===== src/hdl/flash_host_pkg.sv =====
// Purpose: shared constants and types for the parallel flash bus host
// Assumes: mclk at 100 MHz, flash access time of the fastest speed grade
// Notes:   all pin timings are whole mclk cycles derived from ns figures
package flash_host_pkg;

  // clock and pin timing, in ns
  localparam int CLK_NS        = 10;
  localparam int T_ACC_NS      = 100;   // address/select to data valid
  localparam int T_WE_NS       = 60;    // write strobe low width
  localparam int T_RP_NS       = 500;   // hardware clear low width
  localparam int T_RH_NS       = 200;   // clear release to first access
  localparam int T_PROT_NS     = 10000; // protect/unprotect strobe width
  localparam int SYNC_STAGES   = 2;

  // least times round up to whole cycles
  localparam int ACC_CYC  = (T_ACC_NS + CLK_NS - 1) / CLK_NS;
  localparam int WE_CYC   = (T_WE_NS + CLK_NS - 1) / CLK_NS;
  localparam int RP_CYC   = (T_RP_NS + CLK_NS - 1) / CLK_NS;
  localparam int RH_CYC   = (T_RH_NS + CLK_NS - 1) / CLK_NS;
  localparam int PROT_CYC = (T_PROT_NS + CLK_NS - 1) / CLK_NS;
  // strobe window for reads covers access, the input synchroniser and pin lag
  localparam int RD_CYC   = ACC_CYC + SYNC_STAGES + 2;

  // widths and field positions
  localparam int TMR_W      = 12;
  localparam int ADDR_W     = 20;
  localparam int REQ_ADDR_W = 21;
  localparam int DATA_W     = 16;
  localparam int SEL_A6     = 6;
  localparam int SEL_A1     = 1;
  localparam int SEL_A0     = 0;
  localparam int LANE_TOP   = 15;

  // protect/accelerate levels
  localparam logic [1:0] PA_LOW   = 2'h0; // outer boot sectors forced protected
  localparam logic [1:0] PA_HIGH  = 2'h1; // protection as previously set
  localparam logic [1:0] PA_ACCEL = 2'h2; // elevated level, all unprotected

  typedef enum logic [2:0] {
    OP_READ,
    OP_WRITE,
    OP_PROTECT,
    OP_UNPROTECT,
    OP_RESET
  } op_t;

endpackage


===== src/hdl/tmr_if.sv =====
// Purpose: carries the load/expire handshake between host fsm and its timer
// Assumes: single mclk domain
// Notes:   count of 1 gives the shortest interval
interface tmr_if;
  import flash_host_pkg::*;
  logic             load;
  logic [TMR_W-1:0] count;
  logic             done;
  modport ctrl  (output load, output count, input done);
  modport timer (input load, input count, output done);
endinterface


===== src/hdl/step_timer.sv =====
// Purpose: down counter that marks the last cycle of a loaded interval
// Assumes: count loaded is at least 1
// Notes:   done is high for one cycle, the count-th cycle after the load edge
module step_timer
  import flash_host_pkg::*;
(
  // clock and reset
  input  wire logic mclk,
  input  wire logic reset_n,
  // control
  tmr_if.timer      t
);
  logic [TMR_W-1:0] left;

  // reload wins over the running count
  always_ff @(posedge mclk or negedge reset_n)
  begin
    if (!reset_n)
      left <= '0;
    else if (t.load)
      left <= t.count;
    else if (left != '0)
      left <= left - 1'b1;
  end

  assign t.done = (left == {{(TMR_W-1){1'b0}}, 1'b1});

endmodule // step_timer


===== src/hdl/flash_bus_host.sv =====
// Purpose: host that drives an asynchronous parallel flash through its pins
// Assumes: req_op/req_addr/req_wdata held stable while req_valid and not req_ready
// Notes:   every pin output comes from a flop, so pins lag the fsm by one cycle

module flash_bus_host
  import flash_host_pkg::*;
(
  // clock and reset
  input  wire logic                  mclk,
  input  wire logic                  reset_n,
  // request side
  input  wire logic                  req_valid,
  input  wire flash_host_pkg::op_t   req_op,
  input  wire logic [REQ_ADDR_W-1:0] req_addr,
  input  wire logic [DATA_W-1:0]     req_wdata,
  input  wire logic                  byte_mode,
  input  wire logic [1:0]            accel_mode,
  output logic                       req_ready,
  output logic                       rsp_valid,
  output logic [DATA_W-1:0]          rsp_rdata,
  // flash control pins
  output logic                       ce_n,
  output logic                       oe_n,
  output logic                       we_n,
  output logic                       clear_n,
  output logic                       id_voltage_en,
  output logic                       width_sel,
  output logic                       protect_accel_pin,
  output logic                       accel_voltage_level,
  output logic [ADDR_W-1:0]          addr_pin,
  // flash data pins, lane 15 is top_data_or_low_addr
  input  wire logic [DATA_W-1:0]     dq_in,
  output logic [DATA_W-1:0]          dq_out,
  output logic [DATA_W-1:0]          dq_oe_n
);
  import flash_host_pkg::*;

  typedef enum logic [2:0] {
    ST_PWR, ST_RST_LOW, ST_RST_REC, ST_IDLE, ST_SETUP, ST_STROBE, ST_HOLD
  } state_t;

  state_t                  state;
  state_t                  next_state;
  op_t                     op;
  logic [REQ_ADDR_W-1:0]   addr;
  logic [DATA_W-1:0]       wdata;
  logic                    bmode;
  logic [DATA_W-1:0]       dq_s1;
  logic [DATA_W-1:0]       dq_s2;

  tmr_if tmr ();

  step_timer u_timer (
    .mclk    (mclk),
    .reset_n (reset_n),
    .t       (tmr)
  );

  function automatic logic [TMR_W-1:0] cyc(input int n);
    cyc = n[TMR_W-1:0];
  endfunction

  // decode of the latched operation
  wire is_write   = (op == OP_WRITE);
  wire is_prot    = (op == OP_PROTECT) || (op == OP_UNPROTECT);
  wire is_read    = (op == OP_READ);
  wire in_cycle   = (state == ST_SETUP) || (state == ST_STROBE) || (state == ST_HOLD);
  wire accept     = (state == ST_IDLE) && req_valid;
  wire tmr_done   = tmr.done;

  // sequencing
  always_comb
  begin
    next_state = state;
    unique case (state)
      ST_PWR:     next_state = ST_RST_LOW;
      ST_RST_LOW: if (tmr_done) next_state = ST_RST_REC;
      ST_RST_REC: if (tmr_done) next_state = ST_IDLE;
      ST_IDLE:    if (accept) next_state = (req_op == OP_RESET) ? ST_PWR : ST_SETUP;
      ST_SETUP:   next_state = ST_STROBE;
      ST_STROBE:  if (tmr_done) next_state = ST_HOLD;
      ST_HOLD:    next_state = ST_IDLE;
    endcase
  end

  // timer loads on entry to each timed state
  assign tmr.load  = (next_state != state) &&
                     ((next_state == ST_RST_LOW) || (next_state == ST_RST_REC) || (next_state == ST_STROBE));
  assign tmr.count = (next_state == ST_RST_LOW) ? cyc(RP_CYC) :
                     (next_state == ST_RST_REC) ? cyc(RH_CYC) :
                     is_read                    ? cyc(RD_CYC) :
                     is_prot                    ? cyc(PROT_CYC) : cyc(WE_CYC);

  // pin decode, registered below
  wire next_ce_n   = !in_cycle;
  wire next_oe_n   = !((state == ST_STROBE) && is_read);
  wire next_we_n   = !((state == ST_STROBE) && (is_write || is_prot));
  wire next_clear  = !((state == ST_PWR) || (state == ST_RST_LOW));
  wire next_idv    = in_cycle && is_prot;
  // byte mode shifts the word address up one bit, lane 15 carries the extra bit
  wire [ADDR_W-1:0] base_addr = bmode ? addr[ADDR_W:1] : addr[ADDR_W-1:0];
  wire [ADDR_W-1:0] prot_addr = {base_addr[ADDR_W-1:SEL_A6+1], op == OP_UNPROTECT,
                                 base_addr[SEL_A6-1:SEL_A1+1], 1'b1, 1'b0};
  wire [ADDR_W-1:0] next_addr = is_prot ? prot_addr : base_addr;
  // data held through the hold cycle so the command latches close on it
  wire drive_data  = in_cycle && !is_read;
  wire [DATA_W-1:0] next_dq_oe_n = {
    !(bmode || (drive_data && !bmode)),
    {(LANE_TOP-8){!(drive_data && !bmode)}},
    {8{!drive_data}}};
  // byte writes go out on the low lanes whichever byte is addressed
  wire [DATA_W-1:0] next_dq_out = bmode ? {addr[0], 7'h00, wdata[7:0]} : wdata;

  // state and latched request
  always_ff @(posedge mclk or negedge reset_n)
  begin
    if (!reset_n)
    begin
      state <= ST_PWR;
      op    <= OP_READ;
      addr  <= '0;
      wdata <= '0;
      bmode <= 1'b0;
    end
    else
    begin
      state <= next_state;
      if (accept)
      begin
        op    <= req_op;
        addr  <= req_addr;
        wdata <= req_wdata;
        bmode <= byte_mode;
      end
    end
  end

  // data pins pass two flops before any logic reads them
  always_ff @(posedge mclk or negedge reset_n)
  begin
    if (!reset_n)
    begin
      dq_s1 <= '0;
      dq_s2 <= '0;
    end
    else
    begin
      dq_s1 <= dq_in;
      dq_s2 <= dq_s1;
    end
  end

  // registered pins; clear held low under reset so the device restarts in reads
  always_ff @(posedge mclk or negedge reset_n)
  begin
    if (!reset_n)
    begin
      ce_n                <= 1'b1;
      oe_n                <= 1'b1;
      we_n                <= 1'b1;
      clear_n             <= 1'b0;
      id_voltage_en       <= 1'b0;
      width_sel           <= 1'b0;
      protect_accel_pin   <= 1'b0;
      accel_voltage_level <= 1'b0;
      addr_pin            <= '0;
      dq_out              <= '0;
      dq_oe_n             <= '1;
    end
    else
    begin
      ce_n                <= next_ce_n;
      oe_n                <= next_oe_n;
      we_n                <= next_we_n;
      clear_n             <= next_clear;
      id_voltage_en       <= next_idv;
      width_sel           <= !bmode;
      protect_accel_pin   <= (accel_mode != PA_LOW);
      accel_voltage_level <= (accel_mode == PA_ACCEL);
      addr_pin            <= next_addr;
      dq_out              <= next_dq_out;
      dq_oe_n             <= next_dq_oe_n;
    end
  end

  // request/answer handshake; byte reads pick the low lanes only
  wire finish = (state == ST_HOLD) || ((state == ST_RST_REC) && tmr_done && op == OP_RESET);
  wire [DATA_W-1:0] rd_word = bmode ? {8'h00, dq_s2[7:0]} : dq_s2;
  always_ff @(posedge mclk or negedge reset_n)
  begin
    if (!reset_n)
    begin
      req_ready <= 1'b0;
      rsp_valid <= 1'b0;
      rsp_rdata <= '0;
    end
    else
    begin
      req_ready <= (next_state == ST_IDLE);
      rsp_valid <= finish;
      if ((state == ST_STROBE) && tmr_done && is_read)
        rsp_rdata <= rd_word;
    end
  end
endmodule // flash_bus_host


===== config.mk =====
export PLATFORM = sky130hd
export DESIGN_NAME = flash_bus_host
export DESIGN_NICKNAME = d
export VERILOG_FILES = /design/src/hdl/flash_host_pkg.sv /design/src/hdl/tmr_if.sv /design/src/hdl/step_timer.sv /design/src/hdl/flash_bus_host.sv
export SDC_FILE = /design/constraint.sdc
export NUM_CORES = 1
export LEC_CHECK = 0
export BUFFER_PORTS_ARGS = -buffer_cell sky130_fd_sc_hd__buf_2
export CAP_MARGIN = 20
export CELL_PAD_IN_SITES_DETAIL_PLACEMENT = 0
export CELL_PAD_IN_SITES_GLOBAL_PLACEMENT = 1
export CORE_MARGIN = 2
export CORE_UTILIZATION = 42
export DETAILED_ROUTE_END_ITERATION = 12
export PLACE_DENSITY_LB_ADDON = 0.1
export SLEW_MARGIN = 10
export SYNTH_ARGS = -nofsm -noshare
export SYNTH_HDL_FRONTEND = slang
export SYNTH_SLANG_ARGS = --single-unit

===== constraint.sdc =====
create_clock -name mclk -period 2.5 [get_ports mclk]
set_input_delay 0.375 -clock mclk [delete_from_list [all_inputs] [get_ports mclk]]
set_output_delay 0.375 -clock mclk [all_outputs]
set_load 0.05 [all_outputs]

Word-level counts from Yosys, hierarchy flattened
Index checks and enable logic that the tools add are counted.
Storage, ports and cells
  flip-flop bits (word level): 166
  input bits: 62
  output and inout port bits: 78
  word-level logic and storage cells: 91
Operators by class
  $add $sub $neg: 1
  equal/unequal tests: 18
  multiplexer cells: 16
  reductions and logical operators: 34
Operator list (number)
  10-bit two-way mux: 4
  16-bit two-way mux: 2
  12-bit two-way mux: 2
  3-bit one-hot mux with 7 select lines: 1
  20-bit two-way mux: 1
  3-bit by 2-bit == test with 1-bit output, second input constant: 6
  3-bit == test, second input constant: 6
  3-bit two-way mux: 5
  12-bit by 1-bit == test with 1-bit output, second input constant: 1
  12-bit nonzero test: 1
  12-bit by 1-bit subtractor with 12-bit output, second input constant: 1
  1-bit logical AND: 11
  3-bit by 1-bit == test with 1-bit output, second input constant: 3
  1-bit zero test: 9
  1-bit logical OR: 9
  7-bit two-way mux: 1
  3-bit zero test: 2
  2-bit nonzero test: 2
  3-bit inequality test: 1
  2-bit == test, second input constant: 1

Logic depth before layout (Yosys ltp)
Gate-level depths: netlist (run 1).
  depth after elaboration: 9
  depth in mapped cells: 7
  gate-level depth less buffers: 7

Cells and area by module
A second synthesis (run 1) with hierarchy kept.
Unflattened totals
  cell total of the unflattened synthesis: 406
  area total of the unflattened synthesis: 5751.8 um^2
By module, submodules not included
  flash_bus_host: times used 1, cells each 326, area each 4991.0 um^2, seq. area each 3535.9 um^2
  step_timer: times used 1, cells each 80, area each 760.7 um^2, seq. area each 300.3 um^2

Least setup slack after synthesis (run 1)
No wires, ideal clock.
  path type: register to register
  start point: register u_timer.left[11]
  end point: register rsp_rdata[4]
  setup time: 0.125 ns
  arrival time: 1.667 ns
  required time: 2.375 ns
  setup slack: 0.708 ns
  cell stages (with the launch flop): 6
  buffers on the path: 1
  period minus slack after synthesis: 1.792 ns
  cell sequence: dfrtp_1 > nor4_2 > and4_4 > nand3_4 > buf_6 > mux2_4
On the way
  cells in the longest elaborated chain, start to end: 3
Ends and longest elaborated chain
  from (decl): line step_timer.sv:13  | logic [TMR_W-1:0] left;
  from (signal assigned): line step_timer.sv:21  | left <= t.count;
  from (signal assigned): line step_timer.sv:23  | left <= left - 1'b1;
  12-bit by 1-bit == test with 1-bit output: line step_timer.sv:26  | assign t.done = (left == {{(TMR_W-1){1'b0}}, 1'b1});
  1-bit logical AND (2 in a row): line flash_bus_host.sv:201  | if ((state == ST_STROBE) && tmr_done && is_read)
  to (signal assigned): line flash_bus_host.sv:202  | rsp_rdata <= rd_word;
  to (decl): line flash_bus_host.sv:20  | output logic [DATA_W-1:0] rsp_rdata,
Every way passes these cells.
A chain may end at the register's enable or synchronous reset.

Final worst setup path (run 1)
  start point: register u_timer.left[11]
  end point: register rsp_rdata[5]
The elaborated chain is that of the path after synthesis.

==> summary.txt, run 1 <==
CTS
  – CTS tree: done
  – Reg clk slew, reported paths: 0.06 ns
  – CTS buffer count: 17
  – # hold bufs at CTS: 1
  – Post-cts gate resize count: 0
  – Root buffer cell: clkbuf_16
  – CTS H-tree depth: 4
  – Setup Buffers After CTS: 0
  – Clock sink total: roughly 150
  – Skew-Pair Late Insertion Delay: roughly 0.42 ns
  – Clock buffer depth: 2

Place
  – Final HPWL DP: about 7300 um
  – RePlAce Congestion: 0.860
  – PortBufs: 139
  – Post-DP Area: 0.00649 mm2
  – Place WS: 0.445 ns

Global routing
  – Vias in the first global route: around 3500
  – GR Util All Layers: 0.161
  – Pin count of the biggest net entering global routing: between 50 and 60
  – Total grt overflow: 0
  – First-pass GRT wire length: 17600 um
  – Initial antenna violation count: 0

Worst hold path
  – Hold Path Origin: dq_in[9]
  – Hold endpoint: dq_s1[9]
  – Worst Hold Class: primary input to register
  – Hold depth: 1

Floorplanning
  – Die Y: approximately 120 um
  – CORE AREA: 0.0132 mm2
  – Die area: between 0.01 and 0.015 mm2
  – Die W: 120 um
  – # rows: 42
  – Starting Density: 0.429
  – I/O pin count: 140

Detailed routing
  – First drt pass iteration count: 4
  – Drc violations: 0
  – Routed wire length: 10800 um
  – Initial DRC count: 161
  – Avg WL per Cell: 14.9 um
  – Post-route ant nets: 0
  – Drt via density: 4.78
  – Via count: roughly 3500

Power and ir drop
  – Power consumption: 9.85 mW
  – Sw Pwr: between 3 and 4 mW
  – Maximum vdd drop: roughly 0.78 mV
  – Combinational share of power: 0.359
  – Clock Power Share: 0.258
  – Power density over the cells: 1390 mW/mm2
  – Int Pwr: 5.92 mW
  – Switch share: 0.399
  – Leak pwr: 3.43 nW
  – Seq pwr share: 0.382

Layout
  – Nets: 599
  – Post-route cell area: roughly 0.0071 mm2
  – Area Overhead vs Synth: 25.4%
  – Layout cells sized above 1: 0.472
  – Number of fill cells: 1165
  – Ant diodes: 0

Synthesis
  – Post-synthesis sequential area ratio: 0.678
  – Syn Inst Count: 395
  – Ys async rst share: 1.00
  – Syn avg cell area: approximately 14 um2
  – Flops & latches, synth: 153
  – Post-Syn Area: 0.00566 mm2
  – Synth Warn #: 0
  – EDFF count, synth: 0
  – Unique cell type count in the Yosys netlist: 47
  – Synth Flop Type: dfrtp_1
  – Synthesized Nets: 460

Worst setup path
  – Crit path arrival time: roughly 2.4 ns
  – Worst setup EP type: register
  – Critical path peak fanout: 24
  – CP Cell Sequence: nor4_2 > and4_4 > nand3_4 > mux2_4
  – Slowest CP cell: nor4_2
  – Slowest stage delay, CP: 0.56 ns
  – WP data required: 2.80 ns
  – R2r startpoint: u_timer.left[11]
  – CP Launch Type: register
  – WS Path Type: register to register
  – Crit. Startpoint: u_timer.left[11]
  – R2R setup slack: 0.43 ns
  – Reg2Reg Capture Point: rsp_rdata[5]
  – Reg2Reg Depth: 4

STA
  – Setup ws final: 0.426 ns
  – Hold Fails Final Rpt: 0
  – Final period util: 0.830
  – Max-slew headroom: 0.586
  – Setup tns final: 0 ns
  – Clock Skew: 0.00623 ns
  – Maximum clock frequency: 482 MHz
  – RSZ-0062 raised after global routing: no
  – Max Slew Vio Count: 0
  – Tmin final: between 2 and 2.5 ns
  – Tightest hold margin: 0.0595 ns
  – Worst slew pin tran: around 0.62 ns
  – Setup Viol. Count Final: 0

Outcome
  – Outcome: finished clean

Run
  – Max-cap violations: 0
cells in the mapped netlist (3+ instances only):
cell type | count | share of area
dfrtp_1 | 147 | 0.65
mux2_2 | 63 | 0.13
nand2_1 | 28 | 0.019
nor2_1 | 22 | 0.015
o21ai_0 | 17 | 0.015
buf_4 | 13 | 0.017
nor2b_1 | 9 | 0.010
a21oi_1 | 7 | 0.0062
dfstp_2 | 6 | 0.028
buf_2 | 5 | 0.0044
inv_1 | 5 | 0.0033
xnor2_1 | 5 | 0.0077
xor2_1 | 5 | 0.0077
mux2_4 | 4 | 0.011
mux2i_1 | 4 | 0.0071
buf_1 | 3 | 0.0020
clkbuf_1 | 3 | 0.0020
ha_1 | 3 | 0.0066
nand2b_1 | 3 | 0.0033
nand3_1 | 3 | 0.0027
nand3b_1 | 3 | 0.0040
nor3_1 | 3 | 0.0027
how the worst max path moves through the flow:
stage / end / slack, ns
detailed placement: rsp_rdata[5] / 0.44
finish: rsp_rdata[5] / 0.43
CTS: rsp_rdata[6] / 0.43
global placement: rsp_rdata[5] / 0.49
global route: rsp_rdata[5] / 0.30
floorplan: rsp_rdata[4] / 0.71
flip-flops by register name, indices dropped and copies added (netlist names), 3 cells and up:
signal / flops
addr: 21
addr_pin: 20
dq_oe_n: 3
dq_out: 16
dq_s1: 16
dq_s2: 16
op: 3
rsp_rdata: 16
state: 3
u_timer.left: 12
wdata: 16
worst max-delay path, delay by kind of cell (launching register included):
| family | cells | cell delay (ns) |
|---|---|---|
| AND/OR/NAND/NOR | 3 | 1.16 |
| multiplexers | 1 | 0.39 |
| flip-flops | 1 | 0.40 |
metrics by stage:
step                 util  cells
finish              0.538    723
global route        0.538    723
CTS                 0.538    723
detailed placement  0.492    690
global placement    0.492    690
floorplan               -    395
metal layers:
| layer | track usage | vias up | wire length [um] |
|---|---|---|---|
| met3 | 0.0737 | 21 | 912 |
| met5 | 0 | - | 0 |
| met1 | 0.212 | 1694 | 4850 |
| li1 | - | 1619 | - |
| met2 | 0.225 | 122 | 4750 |
| met4 | 0.0743 | 0 | 266 |
cell families after synthesis:
kind of cell               Yosys count  share of synthesized area
DFF                                153                      0.678
adders and majority gates            3                    0.00663
muxes                               71                      0.143
buffers and inverters               31                     0.0316
and+or+nand+nor                     90                     0.0851
AOI/OAI and AO/OA                   37                     0.0400
xor gates and xnor gates            10                     0.0155
final cells by class:
type	instances	area [um2]	share of cell area
multi-input cells	211	1640	0.232
flip-flops and latches	153	3840	0.541
well taps	176	220	0.0310
inverters	6	22.5	0.00317
repair buffers	145	774	0.109
clock buffers	20	457	0.0644
clock inverters	12	141	0.0199
power by group through the flow:
stage	logic, mW	registers (mW)	clock network [mW]
after floorplan	1.56	5.02	0
after global placement	3.53	3.78	0
after detailed placement	3.56	3.81	0
after CTS	3.57	3.78	2.62
after global routing	3.76	3.88	2.73
final	3.54	3.77	2.54
cell usage in the layout, fill, tap and decap left out, types with 6 or more instances in the layout:
master / n
dfrtp_1: 147
a21oi_1: 7
clkbuf_16: 17
mux2_2: 63
nor2_1: 22
nor2b_1: 9
dfstp_2: 6
o21ai_0: 17
buf_2: 138
nand2_1: 28
No activity file was read; power rests on OpenSTA's default activity.
==> run 2, diff against run 1 <==
==> constraint.sdc (replaced) <==
create_clock -name mclk -period 2.1 [get_ports mclk]
set_input_delay 0.315 -clock mclk [delete_from_list [all_inputs] [get_ports mclk]]
set_output_delay 0.315 -clock mclk [all_outputs]
set_load 0.05 [all_outputs]
==> run 2 against run 1 <==
Against the previous run:
- cell area grew 3.2%
- sequential power grew 19%
- register-to-register slack lost 0.25 ns
- clock-buffer cell count grew 6
- critical endpoint is now u_timer.left[9]
- highest routed layer unchanged
==> summary.txt, run 2 (synthesis results as in run 1) <==
STA
  – Hold Fails Final Rpt: 0 (unchanged)
  – Setup tns final: 0 ns (unchanged)
  – Setup Viol. Count Final: 0 (unchanged)
  – Max Slew Vio Count: 0 (unchanged)
  – Worst slew pin tran: 0.626 ns (was 0.620 ns)
  – Maximum clock frequency: 519 MHz (was 482 MHz)
  – Clock Skew: 0.00520 ns (was 0.00623 ns)
  – Final period util: 0.917 (was 0.830)
  – Tmin final: 1.93 ns (was 2.07 ns)
  – Setup ws final: 0.174 ns (was 0.426 ns)
  – RSZ-0062 raised after global routing: no (unchanged)
  – Max-slew headroom: 0.572 (was 0.586)

Floorplanning
  – Starting Density: 0.429 (unchanged)
  – CORE AREA: 0.0132 mm2 (unchanged)
  – Die area: 0.0144 mm2 (unchanged)
  – Die Y: 120 um (unchanged)
  – # rows: 42 (unchanged)
  – I/O pin count: 140 (unchanged)
  – Die W: 120 um (unchanged)

Worst setup path
  – CP Launch Type: register (unchanged)
  – R2R setup slack: 0.17 ns (was 0.43 ns)
  – Critical path buffers and inverters: 0 (unchanged)
  – WP data required: 2.38 ns (was 2.80 ns)
  – Crit path to: u_timer.left[9] (was rsp_rdata[5])
  – Slowest stage delay, CP: 0.61 ns (was 0.56 ns)
  – CP Cell Sequence: or4_4 > nor2_1 > nand2_1 > o21ai_2 > o21ai_0 (was nor4_2 > and4_4 > nand3_4 > mux2_4)
  – R2r startpoint: u_timer.left[5] (was u_timer.left[11])
  – Worst setup EP type: register (unchanged)
  – WS Path Type: register to register (unchanged)
  – Crit path arrival time: 2.21 ns (was 2.38 ns)
  – Reg2Reg Depth: 5 (was 4)
  – Top delay family on crit path: simple AND/OR/NAND/NOR gates (unchanged)
  – Reg2Reg Capture Point: u_timer.left[9] (was rsp_rdata[5])
  – Slowest CP cell: or4_4 (was nor4_2)
  – Critical path peak fanout: 6 (was 24)
  – Critical path depth: 5 (was 4)
  – Crit. Startpoint: u_timer.left[5] (was u_timer.left[11])

Place
  – Place WS: 0.119 ns (was 0.445 ns)
  – DP Cell Count: 698 (was 690)
  – PortBufs: 139 (unchanged)
  – Post-DP Area: 0.00655 mm2 (was 0.00649 mm2)
  – Final HPWL DP: 7570 um (was 7260 um)
  – RePlAce Congestion: 0.853 (was 0.860)

Detailed routing
  – First drt pass iteration count: 4 (unchanged)
  – Drc violations: 0 (unchanged)
  – Routed wire length: 11000 um (was 10800 um)
  – Avg WL per Cell: 14.8 um (was 14.9 um)
  – Post-route ant nets: 0 (unchanged)
  – Drt via density: 4.76 (was 4.78)
  – Via count: 3561 (was 3456)
  – Initial DRC count: 170 (was 161)

CTS
  – Clock sink total: 153 (unchanged)
  – Reg clk slew, reported paths: 0.06 ns (about the same)
  – CTS tree: done (unchanged)
  – Setup Buffers After CTS: 0 (unchanged)
  – CTS buffer count: 17 (unchanged)
  – Clock buffer depth: 2 (unchanged)
  – CTS H-tree depth: 4 (unchanged)
  – Root buffer cell: clkbuf_16 (unchanged)
  – Skew-Pair Late Insertion Delay: 0.41 ns (was 0.42 ns)

Global routing
  – First-pass GRT wire length: 18100 um (was 17600 um)
  – Initial antenna violation count: 1 (was 0)
  – GR Util All Layers: 0.165 (was 0.161)
  – Pin count of the biggest net entering global routing: 61 (was 56)
  – Total grt overflow: 0 (unchanged)
  – Vias in the first global route: 3662 (was 3509)

Power and ir drop
  – Power density over the cells: 1610 mW/mm2 (was 1390 mW/mm2)
  – Leak pwr: 3.55 nW (was 3.43 nW)
  – Maximum vdd drop: 0.993 mV (was 0.781 mV)

Outcome
  – Outcome: finished clean (unchanged)

Layout
  – Most frequent cells in the layout: 147 x dfrtp_1, 138 x buf_2, 63 x mux2_2 (unchanged)
  – Largest register FFs: 21 (unchanged)
  – Final Non-Filler Cells: 748 (was 723)
  – Layout cells sized above 1: 0.461 (was 0.472)
  – Final Core Density: 0.555 (was 0.538)
  – Number of fill cells: 1153 (was 1165)
  – Area Overhead vs Synth: 29.4% (was 25.4%)
  – Largest regs: addr x21, addr_pin x20 (unchanged)
  – Reg with most FFs: addr (unchanged)
  – Nets: 623 (was 599)
  – Commonest non-fill, non-tap cell in the layout: dfrtp_1 (unchanged)
  – Post-route cell area: 0.00732 mm2 (was 0.00709 mm2)

Worst hold path
  – Worst Hold Class: primary input to register (unchanged)

Run
  – Max-cap violations: 0 (unchanged)
-- run 2: cell count changes in the layout (fill, tap and decap cells not counted) --
cell / before / now
inv_6: 2 / 0
clkbuf_8: 2 / 5
nor4_4: 0 / 1
clkinvlp_4: 5 / 1
clkinv_4: 3 / 1
diode_2: 0 / 1
nor4_2: 2 / 1
dlygate4sd3_1: 1 / 17
clkbuf_1: 1 / 4
clkinv_2: 0 / 2
buf_4: 3 / 11
-- run 2: power breakdown --
group	total [mW]	leakage (nW)	internal, mW	switching, mW
Combinational	4.28	1.40	1.34	2.94
Clock	3.01	0.291	1.91	1.10
Sequential	4.49	1.86	3.94	0.544
Total	11.8	3.55	7.19	4.59
-- run 2: worst min-delay path by stage --
stage / startpoint / cells past startpoint / end
after detailed placement: reset_n / 1 / dq_s2[3]
final: accel_mode[0] / 2 / accel_voltage_level
after global routing: accel_mode[0] / 2 / accel_voltage_level
after global placement: reset_n / 1 / dq_s2[3]
after CTS: accel_mode[0] / 2 / accel_voltage_level
after floorplan: reset_n / 0 / accel_voltage_level
-- run 2: per-layer routing --
metal	share of wire	GRT usage	vias to the layer above
li1	-	-	1668
met1	0.43	0.210	1754
met2	0.46	0.244	117
met4	0.027	0.0743	0
met5	0	0	-
met3	0.080	0.0699	22
-- run 2: stage by stage --
step | power (mW) | hold WS [ns]
floorplan | 7.84 | 0.0194
global placement | 8.74 | 0.330
detailed placement | 8.81 | 0.328
CTS | 11.9 | 0.0361
global route | 12.4 | 0.0442
finish | 11.8 | 0.0617
-- run 2: repair_timing --
| action | CTS | global route |
|---|---|---|
| gates resized for setup | 0 | 1 |
| endpoints found under the setup margin | 0 | 9 |
| hold buffers | 17 | 0 |
| hold endpoints to repair | 66 | 0 |
-- run 2: final cells by class --
| cell class | count | area [um2] | area share |
|---|---|---|---|
| diodes | 1 | 2.50 | 0.000342 |
| clock buffers | 26 | 509 | 0.0695 |
| clock inverters | 6 | 86.3 | 0.0118 |
| inverters | 6 | 22.5 | 0.00308 |
| multi-input cells | 211 | 1650 | 0.226 |
| flip-flops and latches | 153 | 3840 | 0.524 |
| well taps | 176 | 220 | 0.0301 |
| repair buffers | 169 | 995 | 0.136 |
